`src/pkg/eccp_pkg.sv`:
```
// Constants, codes and types shared by the enhanced capture/compare/PWM channel
package eccp_pkg;
    // Register byte offsets
    localparam logic [4:0] OFS_CTRL = 5'h00;
    localparam logic [4:0] OFS_TBL = 5'h04;
    localparam logic [4:0] OFS_TBH = 5'h08;
    localparam logic [4:0] OFS_ASC = 5'h0C;
    localparam logic [4:0] OFS_PRD = 5'h10;
    localparam logic [4:0] OFS_STEER = 5'h14;
    localparam logic [4:0] OFS_FLAG = 5'h18;
    // Reset values
    localparam logic [7:0] RST_CTRL = 8'h00;
    localparam logic [7:0] RST_TB = 8'h00;
    localparam logic [7:0] RST_ASC = 8'h00;
    localparam logic [7:0] RST_PRD = 8'h00;
    localparam logic [7:0] RST_STEER = 8'h01;
    // Writable bit masks
    localparam logic [7:0] MASK_TBL = 8'hDB;
    localparam logic [7:0] MASK_TBH = 8'h0F;
    localparam logic [7:0] MASK_STEER = 8'h1F;
    // Field positions
    localparam int CTL_MODE_LSB = 0;
    localparam int CTL_CFG_LSB = 6;
    localparam int ASC_STATUS_BIT = 7;
    localparam int ASC_SRC_LSB = 4;
    localparam int ASC_AC_LSB = 2;
    localparam int ASC_BD_LSB = 0;
    localparam int PRD_RSEN_BIT = 7;
    localparam int PRD_DC_LSB = 0;
    localparam int STEER_SYNC_BIT = 4;
    localparam int FLAG_BIT = 0;
    // Mode codes
    localparam logic [3:0] MODE_OFF = 4'h0;
    localparam logic [3:0] MODE_CMP_TOGGLE = 4'h2;
    localparam logic [3:0] MODE_CMP_SET = 4'h8;
    localparam logic [3:0] MODE_CMP_CLR = 4'h9;
    localparam logic [3:0] MODE_CMP_FLAG = 4'hA;
    localparam logic [3:0] MODE_CMP_SPECIAL = 4'hB;
    localparam logic [1:0] GRP_CAPTURE = 2'h1;
    localparam logic [1:0] GRP_COMPARE = 2'h2;
    localparam logic [1:0] GRP_PWM = 2'h3;
    // Output configurations in PWM modes
    localparam logic [1:0] CFG_SINGLE = 2'h0;
    localparam logic [1:0] CFG_FWD = 2'h1;
    localparam logic [1:0] CFG_HALF = 2'h2;
    localparam logic [1:0] CFG_REV = 2'h3;
    localparam logic [1:0] TSEL_RESERVED = 2'h3;
    // Capture prescale terminal counts
    localparam logic [3:0] CAP_LAST_4 = 4'h3;
    localparam logic [3:0] CAP_LAST_16 = 4'hF;
    // Instruction cycle is four oscillator periods of clk_sys
    localparam int OSC_PER_INSTR = 4;
    localparam logic [1:0] ICYC_LAST = 2'(OSC_PER_INSTR - 1);

    typedef enum logic [2:0] {
        SD_RUN = 3'h1,
        SD_SHUT = 3'h2,
        SD_RESUME = 3'h4
    } eccp_sd_t;
endpackage : eccp_pkg

```
`src/pkg/eccp_link_if.sv`:
```
// Signals between the channel core and its delay and capture helpers
`timescale 1ns/1ps
interface eccp_link_if;
    logic clear;
    logic icyc;
    logic [6:0] dly_count;
    logic pwm_in;
    logic pwm_a;
    logic pwm_b;
    logic cap_in;
    logic [1:0] cap_mode;
    logic cap_en;
    logic cap_event;
    modport ctl (output clear, icyc, dly_count, pwm_in, cap_in, cap_mode, cap_en, input pwm_a, pwm_b, cap_event);
    modport dly (input clear, icyc, dly_count, pwm_in, output pwm_a, pwm_b);
    modport cap (input clear, cap_in, cap_mode, cap_en, output cap_event);
endinterface : eccp_link_if

```
`src/design/eccp_actdelay.sv`:
```
// Activation delay of the complementary PWM pair
`timescale 1ns/1ps
module eccp_actdelay
(
    input wire logic clk_sys,
    input wire logic resetn,
    eccp_link_if.dly lnk
);
    import eccp_pkg::*;

    typedef struct packed {
        logic prev;
        logic pend;
        logic [6:0] cnt;
        logic a;
        logic b;
    } eccp_dly_st_t;

    eccp_dly_st_t st_reg;
    eccp_dly_st_t st_next;
    logic changed;

    assign changed = lnk.pwm_in != st_reg.prev;

    always_comb
    begin
        st_next = st_reg;
        if (lnk.clear)
        begin
            st_next = '0;
        end
        else if (changed)
        begin
            // Going-inactive side drops at once; the other waits
            st_next.prev = lnk.pwm_in;
            st_next.a = 1'b0;
            st_next.b = 1'b0;
            st_next.cnt = lnk.dly_count;
            st_next.pend = lnk.dly_count != 7'h00;
            if (lnk.dly_count == 7'h00)
            begin
                st_next.a = lnk.pwm_in;
                st_next.b = ~lnk.pwm_in;
            end
        end
        else if (st_reg.pend)
        begin
            if (lnk.icyc)
            begin
                st_next.cnt = st_reg.cnt - 7'h01;
                if (st_reg.cnt == 7'h01)
                begin
                    st_next.pend = 1'b0;
                    st_next.a = st_reg.prev;
                    st_next.b = ~st_reg.prev;
                end
            end
        end
        else
        begin
            st_next.a = st_reg.prev;
            st_next.b = ~st_reg.prev;
        end
    end

    always_ff @(posedge clk_sys or negedge resetn)
    begin
        if (!resetn)
            st_reg <= '0;
        else
            st_reg <= st_next;
    end

    assign lnk.pwm_a = st_reg.a;
    assign lnk.pwm_b = st_reg.b;

    a_delay_holds_off: assert property (
        @(posedge clk_sys) disable iff (!resetn)
        (!lnk.clear && changed && lnk.pwm_in && lnk.dly_count != 7'h00) |=> !st_reg.a && st_reg.pend)
        else $error("active edge passed before delay count");
endmodule : eccp_actdelay

```
`src/design/eccp_capture.sv`:
```
// Capture edge detection and prescaling
`timescale 1ns/1ps
module eccp_capture
(
    input wire logic clk_sys,
    input wire logic resetn,
    eccp_link_if.cap lnk
);
    import eccp_pkg::*;

    typedef struct packed {
        logic prev;
        logic [3:0] cnt;
        logic ev;
    } eccp_cap_st_t;

    eccp_cap_st_t st_reg;
    eccp_cap_st_t st_next;
    logic rise;
    logic fall;

    assign rise = lnk.cap_in & ~st_reg.prev;
    assign fall = ~lnk.cap_in & st_reg.prev;

    always_comb
    begin
        st_next = st_reg;
        st_next.prev = lnk.cap_in;
        st_next.ev = 1'b0;
        if (lnk.clear || !lnk.cap_en)
        begin
            st_next.cnt = 4'h0;
        end
        else
        begin
            case (lnk.cap_mode)
                2'h0: st_next.ev = fall;
                2'h1: st_next.ev = rise;
                2'h2:
                begin
                    if (rise)
                    begin
                        st_next.ev = st_reg.cnt == CAP_LAST_4;
                        st_next.cnt = (st_reg.cnt == CAP_LAST_4) ? 4'h0 : st_reg.cnt + 4'h1;
                    end
                end
                default:
                begin
                    if (rise)
                    begin
                        st_next.ev = st_reg.cnt == CAP_LAST_16;
                        st_next.cnt = st_reg.cnt + 4'h1;
                    end
                end
            endcase
        end
    end

    always_ff @(posedge clk_sys or negedge resetn)
    begin
        if (!resetn)
            st_reg <= '0;
        else
            st_reg <= st_next;
    end

    assign lnk.cap_event = st_reg.ev;

    a_cap_rise_each: assert property (
        @(posedge clk_sys) disable iff (!resetn)
        (lnk.cap_en && !lnk.clear && lnk.cap_mode == 2'h1 && rise) |=> st_reg.ev)
        else $error("rising edge not captured");
    a_cap_fourth: assert property (
        @(posedge clk_sys) disable iff (!resetn)
        (lnk.cap_en && !lnk.clear && lnk.cap_mode == 2'h2 && rise && st_reg.cnt != CAP_LAST_4) |=> !st_reg.ev)
        else $error("capture before fourth edge");
endmodule : eccp_capture

```
`src/design/eccp_top.sv`:
```
// Enhanced capture/compare/PWM channel: registers, mode decode, shutdown, steering
//
// The placing of the registers and register access over Avalon-MM were left to the implementer.
`timescale 1ns/1ps
module eccp_top
#(
    parameter int CHANNEL = 1
)
(
    input wire logic clk_sys,
    input wire logic resetn,
    input wire logic [4:0] avs_address,
    input wire logic avs_read,
    input wire logic avs_write,
    input wire logic [31:0] avs_writedata,
    output logic [31:0] avs_readdata,
    output logic avs_waitrequest,
    input wire logic pin_a_in,
    input wire logic comp1_in,
    input wire logic comp2_in,
    input wire logic fault_input_n,
    input wire logic comparator_sync,
    input wire logic timer1_tick,
    input wire logic compare_match,
    input wire logic pwm_raw,
    input wire logic pwm_period_start,
    output logic [3:0] pin_out,
    output logic [3:0] pin_oe_n,
    output logic capture_strobe,
    output logic timer_reset,
    output logic capture_compare_flag,
    output logic shutdown_status,
    output logic pwm_enable,
    output logic [2:0] cc_timer_id,
    output logic [2:0] pwm_timer_id
);
    import eccp_pkg::*;

    typedef struct packed {
        logic [7:0] ctrl;
        logic [7:0] tbl;
        logic [7:0] tbh;
        logic [7:0] asc;
        logic [7:0] prd;
        logic [7:0] steer;
        logic flag;
        logic ack;
        logic [31:0] rdata;
        logic [1:0] s_a;
        logic [1:0] s_c1;
        logic [1:0] s_c2;
        logic [1:0] s_flt;
        logic [1:0] comp_held;
        logic cmp_out;
        logic [3:0] steer_eff;
        logic [1:0] div;
        logic icyc;
        eccp_sd_t sd;
        logic [3:0] pout;
        logic [3:0] poe_n;
        logic cap_strobe;
        logic tmr_rst;
        logic clear;
        logic pwm_en;
        logic [2:0] tid_cc;
        logic [2:0] tid_pwm;
    } eccp_top_st_t;

    localparam eccp_top_st_t ST_RESET = '{
        ctrl: RST_CTRL, tbl: RST_TB, tbh: RST_TB, asc: RST_ASC, prd: RST_PRD, steer: RST_STEER,
        s_flt: 2'h3, sd: SD_RUN, poe_n: 4'hF, default: '0};

    // Two-bit field of this channel from the two binding registers
    function automatic logic [1:0] chan_tsel(input logic [7:0] lo, input logic [7:0] hi);
        case (CHANNEL)
            1: chan_tsel = lo[1:0];
            2: chan_tsel = lo[4:3];
            3: chan_tsel = lo[7:6];
            4: chan_tsel = hi[1:0];
            default: chan_tsel = hi[3:2];
        endcase
    endfunction : chan_tsel

    // Timer number 1/3/5 or 2/4/6, zero when reserved
    function automatic logic [2:0] timer_num(input logic [1:0] tsel, input logic is_pwm_timer);
        if (tsel == TSEL_RESERVED)
            timer_num = 3'h0;
        else
            timer_num = {tsel, 1'b0} + {2'h0, is_pwm_timer} + 3'h1;
    endfunction : timer_num

    // Shutdown pin action: {release, level}
    function automatic logic [1:0] sd_pin(input logic [1:0] code);
        sd_pin = {code[1], code[0] & ~code[1]};
    endfunction : sd_pin

    eccp_top_st_t st_reg;
    eccp_top_st_t st_next;
    eccp_link_if lnk ();

    logic req;
    logic wr;
    logic [7:0] wbyte;
    logic [7:0] rbyte;
    logic [3:0] mode;
    logic [1:0] cfg;
    logic [1:0] tsel;
    logic chan_ok;
    logic is_pwm;
    logic is_cap;
    logic is_cmp;
    logic [1:0] comp_eff;
    logic [2:0] src;
    logic cause;
    logic sw_asc_wr;
    logic [3:0] drv;
    logic [3:0] lvl;
    logic [3:0] pol;
    logic [3:0] rel;
    logic [1:0] sd_ac;
    logic [1:0] sd_bd;

    assign mode = st_reg.ctrl[CTL_MODE_LSB +: 4];
    assign cfg = st_reg.ctrl[CTL_CFG_LSB +: 2];
    assign tsel = chan_tsel(st_reg.tbl, st_reg.tbh);
    assign chan_ok = tsel != TSEL_RESERVED;
    assign is_pwm = chan_ok && mode[3:2] == GRP_PWM;
    assign is_cap = chan_ok && mode[3:2] == GRP_CAPTURE;
    assign is_cmp = chan_ok && (mode == MODE_CMP_TOGGLE || mode[3:2] == GRP_COMPARE);
    assign req = avs_read | avs_write;
    // One wait state: the request is taken at the second edge
    assign avs_waitrequest = req & ~st_reg.ack;
    assign wr = avs_write & st_reg.ack;
    assign wbyte = avs_writedata[7:0];
    assign sw_asc_wr = wr && avs_address == OFS_ASC;
    // Synchronised comparators frozen between timer 1 ticks
    assign comp_eff = comparator_sync ? st_reg.comp_held : {st_reg.s_c2[1], st_reg.s_c1[1]};
    assign src = st_reg.asc[ASC_SRC_LSB +: 3];
    assign cause = (src[2] & ~st_reg.s_flt[1]) | (src[0] & comp_eff[0]) | (src[1] & comp_eff[1]);
    assign sd_ac = sd_pin(st_reg.asc[ASC_AC_LSB +: 2]);
    assign sd_bd = sd_pin(st_reg.asc[ASC_BD_LSB +: 2]);
    assign pol = {mode[0], mode[1], mode[0], mode[1]};

    always_comb
    begin
        case (avs_address)
            OFS_CTRL: rbyte = st_reg.ctrl;
            OFS_TBL: rbyte = st_reg.tbl;
            OFS_TBH: rbyte = st_reg.tbh;
            OFS_ASC: rbyte = {st_reg.sd == SD_SHUT, st_reg.asc[6:0]};
            OFS_PRD: rbyte = st_reg.prd;
            OFS_STEER: rbyte = st_reg.steer;
            OFS_FLAG: rbyte = {7'h00, st_reg.flag};
            default: rbyte = 8'h00;
        endcase
    end

    // Pin arrangement before polarity and shutdown
    always_comb
    begin
        drv = 4'h0;
        lvl = 4'h0;
        if (is_cmp)
        begin
            drv = 4'h1;
            lvl = {3'h0, st_reg.cmp_out};
        end
        else if (is_pwm)
        begin
            case (cfg)
                CFG_SINGLE:
                begin
                    drv = st_reg.steer_eff;
                    lvl = {4{lnk.pwm_a}};
                end
                CFG_FWD:
                begin
                    drv = 4'hF;
                    lvl = {lnk.pwm_a, 2'h0, 1'b1};
                end
                CFG_HALF:
                begin
                    drv = 4'h3;
                    lvl = {2'h0, lnk.pwm_b, lnk.pwm_a};
                end
                default:
                begin
                    drv = 4'hF;
                    lvl = {1'b0, 1'b1, lnk.pwm_a, 1'b0};
                end
            endcase
            lvl = lvl ^ pol;
            if (st_reg.sd != SD_RUN)
            begin
                lvl = {sd_bd[0], sd_ac[0], sd_bd[0], sd_ac[0]};
            end
        end
        rel = (is_pwm && st_reg.sd != SD_RUN) ? {sd_bd[1], sd_ac[1], sd_bd[1], sd_ac[1]} : 4'h0;
    end

    always_comb
    begin
        st_next = st_reg;
        st_next.s_a = {st_reg.s_a[0], pin_a_in};
        st_next.s_c1 = {st_reg.s_c1[0], comp1_in};
        st_next.s_c2 = {st_reg.s_c2[0], comp2_in};
        st_next.s_flt = {st_reg.s_flt[0], fault_input_n};
        st_next.div = st_reg.div + 2'h1;
        st_next.icyc = st_reg.div == ICYC_LAST;
        st_next.clear = 1'b0;
        st_next.tmr_rst = 1'b0;
        st_next.cap_strobe = lnk.cap_event;
        st_next.ack = req & ~st_reg.ack;
        if (req && !st_reg.ack && avs_read)
            st_next.rdata = {24'h00_0000, rbyte};
        if (!comparator_sync || timer1_tick)
            st_next.comp_held = {st_reg.s_c2[1], st_reg.s_c1[1]};
        // Flag: hardware set wins over a same-cycle clear
        if (wr && avs_address == OFS_FLAG && wbyte[FLAG_BIT])
            st_next.flag = 1'b0;
        if (wr)
        begin
            case (avs_address)
                OFS_CTRL:
                begin
                    st_next.ctrl = wbyte;
                    st_next.clear = wbyte[CTL_MODE_LSB +: 4] == MODE_OFF;
                end
                OFS_TBL: st_next.tbl = wbyte & MASK_TBL;
                OFS_TBH: st_next.tbh = wbyte & MASK_TBH;
                OFS_ASC: st_next.asc = {1'b0, wbyte[6:0]};
                OFS_PRD: st_next.prd = wbyte;
                OFS_STEER: st_next.steer = wbyte & MASK_STEER;
                default: st_next.ack = st_next.ack;
            endcase
        end
        if (is_cmp && compare_match)
        begin
            case (mode)
                MODE_CMP_TOGGLE: st_next.cmp_out = ~st_reg.cmp_out;
                MODE_CMP_SET:
                begin
                    st_next.cmp_out = 1'b1;
                    st_next.flag = 1'b1;
                end
                MODE_CMP_CLR:
                begin
                    st_next.cmp_out = 1'b0;
                    st_next.flag = 1'b1;
                end
                MODE_CMP_FLAG: st_next.flag = 1'b1;
                MODE_CMP_SPECIAL:
                begin
                    st_next.flag = 1'b1;
                    st_next.tmr_rst = 1'b1;
                end
                default: st_next.flag = st_reg.flag | st_next.flag;
            endcase
        end
        if (lnk.cap_event)
            st_next.flag = 1'b1;
        if (st_reg.clear)
            st_next.cmp_out = 1'b0;
        if (st_reg.steer[STEER_SYNC_BIT] ? pwm_period_start : st_reg.icyc)
            st_next.steer_eff = st_reg.steer[3:0];
        case (st_reg.sd)
            SD_RUN:
            begin
                if (cause || (sw_asc_wr && wbyte[ASC_STATUS_BIT]))
                    st_next.sd = SD_SHUT;
            end
            SD_SHUT:
            begin
                if (cause)
                    st_next.sd = SD_SHUT;
                else if (st_reg.prd[PRD_RSEN_BIT])
                    st_next.sd = SD_RESUME;
                else if (sw_asc_wr && !wbyte[ASC_STATUS_BIT])
                    st_next.sd = SD_RESUME;
            end
            SD_RESUME:
            begin
                if (cause)
                    st_next.sd = SD_SHUT;
                else if (pwm_period_start || !is_pwm)
                    st_next.sd = SD_RUN;
            end
            default: st_next.sd = SD_RUN;
        endcase
        st_next.poe_n = ~drv | rel;
        st_next.pout = lvl & drv & ~rel;
        st_next.pwm_en = is_pwm;
        st_next.tid_cc = timer_num(tsel, 1'b0);
        st_next.tid_pwm = timer_num(tsel, 1'b1);
    end

    always_ff @(posedge clk_sys or negedge resetn)
    begin
        if (!resetn)
            st_reg <= ST_RESET;
        else
            st_reg <= st_next;
    end

    assign lnk.clear = st_reg.clear;
    assign lnk.icyc = st_reg.icyc;
    assign lnk.dly_count = st_reg.prd[PRD_DC_LSB +: 7];
    assign lnk.pwm_in = pwm_raw;
    assign lnk.cap_in = st_reg.s_a[1];
    assign lnk.cap_mode = mode[1:0];
    assign lnk.cap_en = is_cap;

    eccp_actdelay u_delay (
        .clk_sys(clk_sys),
        .resetn(resetn),
        .lnk(lnk.dly)
    );

    eccp_capture u_capture (
        .clk_sys(clk_sys),
        .resetn(resetn),
        .lnk(lnk.cap)
    );

    assign avs_readdata = st_reg.rdata;
    assign pin_out = st_reg.pout;
    assign pin_oe_n = st_reg.poe_n;
    assign capture_strobe = st_reg.cap_strobe;
    assign timer_reset = st_reg.tmr_rst;
    assign capture_compare_flag = st_reg.flag;
    assign shutdown_status = st_reg.sd == SD_SHUT;
    assign pwm_enable = st_reg.pwm_en;
    assign cc_timer_id = st_reg.tid_cc;
    assign pwm_timer_id = st_reg.tid_pwm;

    a_off_releases: assert property (
        @(posedge clk_sys) disable iff (!resetn)
        (mode == MODE_OFF) |=> (pin_oe_n == 4'hF))
        else $error("pins driven while channel off");
    a_toggle_match: assert property (
        @(posedge clk_sys) disable iff (!resetn)
        (chan_ok && mode == MODE_CMP_TOGGLE && compare_match && !st_reg.clear)
        |=> st_reg.cmp_out != $past(st_reg.cmp_out))
        else $error("compare toggle missed");
    a_set_match: assert property (
        @(posedge clk_sys) disable iff (!resetn)
        (chan_ok && mode == MODE_CMP_SET && compare_match && !st_reg.clear)
        |=> st_reg.cmp_out && st_reg.flag ##1 !pin_oe_n[0] && pin_out[0])
        else $error("set on match failed");
    a_flag_only: assert property (
        @(posedge clk_sys) disable iff (!resetn)
        (chan_ok && mode == MODE_CMP_FLAG && compare_match) |=> st_reg.flag && $stable(st_reg.cmp_out) && !timer_reset)
        else $error("flag only mode disturbed pin");
    a_special_event: assert property (
        @(posedge clk_sys) disable iff (!resetn)
        (chan_ok && mode == MODE_CMP_SPECIAL && compare_match) ##1 !compare_match
        |-> timer_reset && capture_compare_flag ##1 !timer_reset)
        else $error("special event trigger wrong");
    a_shutdown_enter: assert property (
        @(posedge clk_sys) disable iff (!resetn)
        cause |=> shutdown_status)
        else $error("shutdown not entered");
    a_manual_hold: assert property (
        @(posedge clk_sys) disable iff (!resetn)
        (st_reg.sd == SD_SHUT && !st_reg.prd[PRD_RSEN_BIT] && !sw_asc_wr) |=> shutdown_status)
        else $error("shutdown released without software");
    a_shutdown_ac_low: assert property (
        @(posedge clk_sys) disable iff (!resetn)
        (is_pwm && cfg == CFG_FWD && st_reg.sd != SD_RUN && st_reg.asc[ASC_AC_LSB +: 2] == 2'h0)
        |=> !pin_oe_n[0] && !pin_out[0] && !pin_out[2])
        else $error("a,c not low in shutdown");
    a_steer_sync: assert property (
        @(posedge clk_sys) disable iff (!resetn)
        (st_reg.steer[STEER_SYNC_BIT] && !pwm_period_start) |=> $stable(st_reg.steer_eff))
        else $error("steering changed mid period");
    a_reserved_quiet: assert property (
        @(posedge clk_sys) disable iff (!resetn)
        (tsel == TSEL_RESERVED) |=> pin_oe_n == 4'hF && !timer_reset && !pwm_enable)
        else $error("reserved timer select not quiet");
endmodule : eccp_top

```
`config.mk`:
```
export PLATFORM = sky130hd
export DESIGN_NAME = eccp_top
export DESIGN_NICKNAME = d
export VERILOG_FILES = /design/src/pkg/eccp_pkg.sv /design/src/pkg/eccp_link_if.sv /design/src/design/eccp_actdelay.sv /design/src/design/eccp_capture.sv /design/src/design/eccp_top.sv
export SDC_FILE = /design/constraint.sdc
export NUM_CORES = 1
export LEC_CHECK = 0
export CAP_MARGIN = 25
export CORE_UTILIZATION = 52
export DETAILED_ROUTE_END_ITERATION = 10
export DONT_BUFFER_PORTS = 1
export GPL_ROUTABILITY_DRIVEN = 0
export PLACE_DENSITY = 0.65
export SLEW_MARGIN = 20
export SYNTH_ARGS = -nofsm -noshare
export SYNTH_HDL_FRONTEND = slang
export SYNTH_HIERARCHICAL = 1
export SYNTH_SLANG_ARGS = --single-unit
```
`constraint.sdc`:
```
create_clock -name clk_sys -period 5.72 [get_ports clk_sys]
set_input_delay 0 -clock clk_sys [delete_from_list [all_inputs] [get_ports clk_sys]]
set_output_delay 0 -clock clk_sys [all_outputs]
set_load 0.01 [all_outputs]
```
# Word level (Yosys, flattened, before mapping)
# Cells that the tools add are included.
totals:
  regBits: 104
  in_bits: 50
  elab_cells: 199
classes:
  n_addsub: 5
  eq_ne: 35
  n_mux: 49
  bitwise: 28
  n_reduce_logical: 47
ops:
  columns: ["operator", "count"]
  rows:
  - ["one-hot mux 8 bit (7 select lines)", 1]
  - ["two-way mux 4 bit", 10]
  - ["two-way mux 3 bit", 8]
  - ["equality test 4 bit (second input constant)", 5]
  - ["two-way mux 10 bit", 2]
  - ["AND reduction 2 bit", 10]
  - ["one-hot mux 4 bit (2 select lines)", 2]
  - ["equality test 5 bit (second input constant)", 3]
  - ["two-way mux 1 bit", 13]
  - ["equality test 2 bit (second input constant)", 6]
  - ["logical AND 1 bit", 12]
  - ["one-hot mux 4 bit (3 select lines)", 1]
  - ["two-way mux 11 bit", 1]
  - ["equality test 5 x 4 -> 1 bit (second input constant)", 2]
  - ["two-way mux 5 bit", 2]
  - ["bitwise AND 1 bit", 9]
  - ["NOT 1 bit", 9]
  - ["one-hot mux 3 bit (3 select lines)", 1]
  - ["bitwise AND 4 bit", 2]
  - ["equality test 4 x 2 -> 1 bit (second input constant)", 2]
  - ["two-way mux 2 bit", 4]
  - ["two-way mux 8 bit", 1]
  - ["inequality test 4 bit (second input constant)", 2]
  - ["NOT 4 bit", 2]
  - ["other kinds (34)", 54]

# Logic depth before layout (Yosys ltp)
logic_depth:
  word_depth: 10
  mapped_depth: 6

# By module
# Netlist, hierarchy kept.
modules_own_cells:
  columns: ["module", "n_inst", "cells_per_inst", "area_per_inst_um2"]
  rows:
  - ["eccp_top", 1, 359, 4302.9]
  - ["eccp_actdelay", 1, 68, 649.4]
  - ["eccp_capture", 1, 32, 320.3]

# Least setup slack after synthesis
# Ideal clock, no wire load.
synth_timing:
  path_type: "register to register"
  start: "register u_delay/st_reg[7] (netlist name)"
  end: "register u_delay.st_reg, in the netlist u_delay/lnk.pwm_a"
  setup_time_ns: 0.074
  arrival_time_ns: 1.785
  t_required_ns: 5.646
  path_slack_ns: 3.861
  stages_incl_launch_ff: 5
  n_path_buf: 0
  synth_period_minus_slack_ns: 1.859
  path_cell_list: "dfrtp_1 or4_4 o311a_4 or3_4 a21oi_2"
synth_between:
  elab_chain_len: 3
synth_lines:
  columns: ["item", "line", "source"]
  rows:
  - ["start, declared", "eccp_actdelay.sv:19", "eccp_dly_st_t st_reg;"]
  - ["start signal, assigned", "eccp_actdelay.sv:71", "st_reg <= st_next;"]
  - ["equality test 7 x 1 -> 1 bit", "eccp_actdelay.sv:51", "if (st_reg.cnt == 7'h01)"]
  - ["inequality test 4 bit (no line)", null, null]
  - ["AND reduction 2 bit (no line)", null, null]
# Every way passes these cells.
# A chain may end at the register's enable or synchronous reset.

# Worst setup path after layout
# Ends and elaborated chain as after synthesis.

==> metrics.yaml <==
place.detailed.hpwl_mm: 7.24
leakagePower_nw: 2.42
tns_ps: 0
io_buffers: 0
yosys_warnings: 6
cp_max_fo: 5
rows: 36
synth_area_per_cell_um2: 11.5
cts_tree: "built"
critPathRequiredTime_ps: 6020
final_cells: 595
clk-insertion-delay-late_ps: 370
cts_root_buffer: "clkbuf_8"
wirelength_mm: 10.6
antenna_found_initial: 0
post_cts_resized: 0
crit_type: "reg -> reg"
run_status: "complete, but fails checks"
synth_seq_cells: 103
route.vias.total: 3486
hold_ws_ps: -1.54
dp_slack_ps: 3770
synth_area_leaders: "dfrtp_1 45%, mux2_2 10%, buf_4 6.8%"
dieArea_mm2: 0.0105
grt_max_degree: 104
drt-wirelength-per-cell_um: 17.8
mostFrequentLayoutCell: "dfrtp_1"
ant_nets: 0
period_share: 0.339
yosysTopAreaCellShare: 0.451
hp-start: "pwm_raw"
powerDensity_mw_per_mm2: 302
hold_path.class: "in -> reg"
cts_buffer_depth: 2
grt_pass1_vias: 3298
rsz0062_at_grt: "no"
drive_above_1_share: 0.199
fin_nets: 514
rr_startpoint: "u_delay/st_reg[7]"
cp-start-kind: "register"
synthDistinctLibCells: 68
die_h_um: 103
period_needed_ps: 1940
coreArea_mm2: 0.00982
yosys.area.top_type: "dfrtp_1"
synth_edf_count: 0
endpoint_kind: "register"
synth-seq-area-share: 0.491
fmax_mhz: 516
dr.pass1.iters: 4
synth_area_mm2: 0.00527
start_util: 0.537
worst-slew-pin-transition_ps: 741
clock_skew_ps: 21.9
htree_levels: 3
drcViolationCount: 0
cap_violations: 0
largest_register_ffs: 36
worstPathArrival_ps: 2240
syn_to_final_growth_pct: 5.46
clk_pin_slew_ps: 100
first_iter_violations: 202
slew_headroom: 0.506
die_w_um: 103
antennaDiodeCount: 0
power_w: 0.00168
vdd_drop_max_uv: 153
place_inst: 551
synthCells: 459
crit_start: "u_delay/st_reg[7]"
synthArstFlopShare: 1.00
nFillCells: 866
finalHoldViolCount: 1
clkSinkCount: 103
grt_overflow: 0
finalSetupViolations: 0
cts-buffers-inserted: 9
worst_slack_ps: 3780
ios: 102
synth-main-ff-cell: "dfrtp_1"
violations: "negative hold slack"
via_per_inst: 5.86
grt.total_usage: 0.220
utilization: 0.566
grt_pass1_wl_mm: 17.4
drv_slew: 0
mostFrequentLayoutCells: "95 x dfrtp_1, 47 x mux2_2, 26 x dlygate4sd3_1, 25 x conb_1, 19 x nand3_1"
## where the power goes
group / leakage [nW] / total [W] / switching (W) / internal [W]
registers: 1.32 / 0.000924 / 0.000105 / 0.000819
clock network: 0.0963 / 0.000440 / 0.000254 / 0.000185
logic: 0.995 / 0.000314 / 0.000161 / 0.000153
## synthesized netlist by cell type, types with 3 or more instances
| cell | instances |
|---|---|
| dfrtp_1 | 95 |
| buf_4 | 48 |
| mux2_2 | 47 |
| nand3_1 | 19 |
| nand2_1 | 18 |
| nor2_1 | 18 |
| a21oi_1 | 15 |
| inv_1 | 13 |
| mux2i_1 | 11 |
| clkbuf_1 | 10 |
| o21ai_0 | 10 |
| dfstp_2 | 8 |
| nor2b_1 | 8 |
| ha_1 | 7 |
| xnor2_1 | 7 |
| a311oi_1 | 6 |
| nand3b_1 | 6 |
| nor3_1 | 6 |
| a211oi_1 | 5 |
| a31oi_1 | 5 |
| nor3b_1 | 5 |
| a221o_1 | 4 |
| and3_1 | 4 |
| buf_2 | 4 |
| nand2b_1 | 4 |
| nand4b_1 | 4 |
| nor4_1 | 4 |
| o22ai_1 | 4 |
| or3_1 | 4 |
| buf_6 | 3 |
| nand4_1 | 3 |
| nor3b_2 | 3 |
| o32ai_1 | 3 |
| or3b_1 | 3 |
## cell families after synthesis
group / share of synthesized area
AO/OA/AOI/OAI: 0.101
buffers and inverters: 0.0949
multiplexers: 0.121
adder cells (fa/ha/maj): 0.0166
AND/OR/NAND/NOR: 0.160
XOR/XNOR: 0.0150
flip-flops: 0.491
other: 0.000711
## critical path, cell delays in order (launching register included)
cell and delay, ps:
dfrtp_1 400, or4_4 560, o311a_4 400, or3_4 390
a21oi_2 130
## cell type report
| cell class | instances | area [um^2] | area share |
|---|---|---|---|
| clock buffer | 11 | 151 | 0.0272 |
| clock inverter | 5 | 38.8 | 0.00698 |
| inverter | 13 | 48.8 | 0.00878 |
| multi-input combinational | 302 | 2270 | 0.409 |
| sequential | 103 | 2590 | 0.465 |
| tap | 133 | 166 | 0.0299 |
| timing repair buffer | 28 | 293 | 0.0527 |
## per-stage QoR
| step | hold WS [ps] | instance area, um^2 |
|---|---|---|
| CTS | 0.284 | 5560 |
| global route | 13.7 | 5560 |
| global placement | -292 | 5080 |
| floorplan | -296 | 5360 |
| finish | -1.54 | 5560 |
| detailed placement | -292 | 5080 |
## layer usage
| metal | wire length, um | track usage | vias to the layer above |
|---|---|---|---|
| met5 | 0 | 0 | - |
| met4 | 191 | 0.0758 | 0 |
| met3 | 585 | 0.0495 | 19 |
| met2 | 4890 | 0.329 | 122 |
| met1 | 4950 | 0.314 | 1731 |
| li1 | - | - | 1614 |
## final timing paths
| path | to | slack (ps) | cells past startpoint |
|---|---|---|---|
| worst max-delay path | u_delay/lnk.pwm_a | 3780 | 4 |
| worst min-delay path | u_delay/st_reg[8] | -2 | 3 |
| worst max register to register | u_delay/lnk.pwm_a | 3780 | 4 |
| worst min register to register | lnk.cap_in | 360 | 0 |
| max in group asynchronous | st_reg[73] | 5070 | 2 |
| min in group asynchronous | u_capture/lnk.cap_event | 230 | 2 |
## what timing repair did
item                      CTS  global route
buffers inserted            0             0
hold endpoints to repair  166             0
hold buffers               27             0
(Power assumes the default switching activity.)
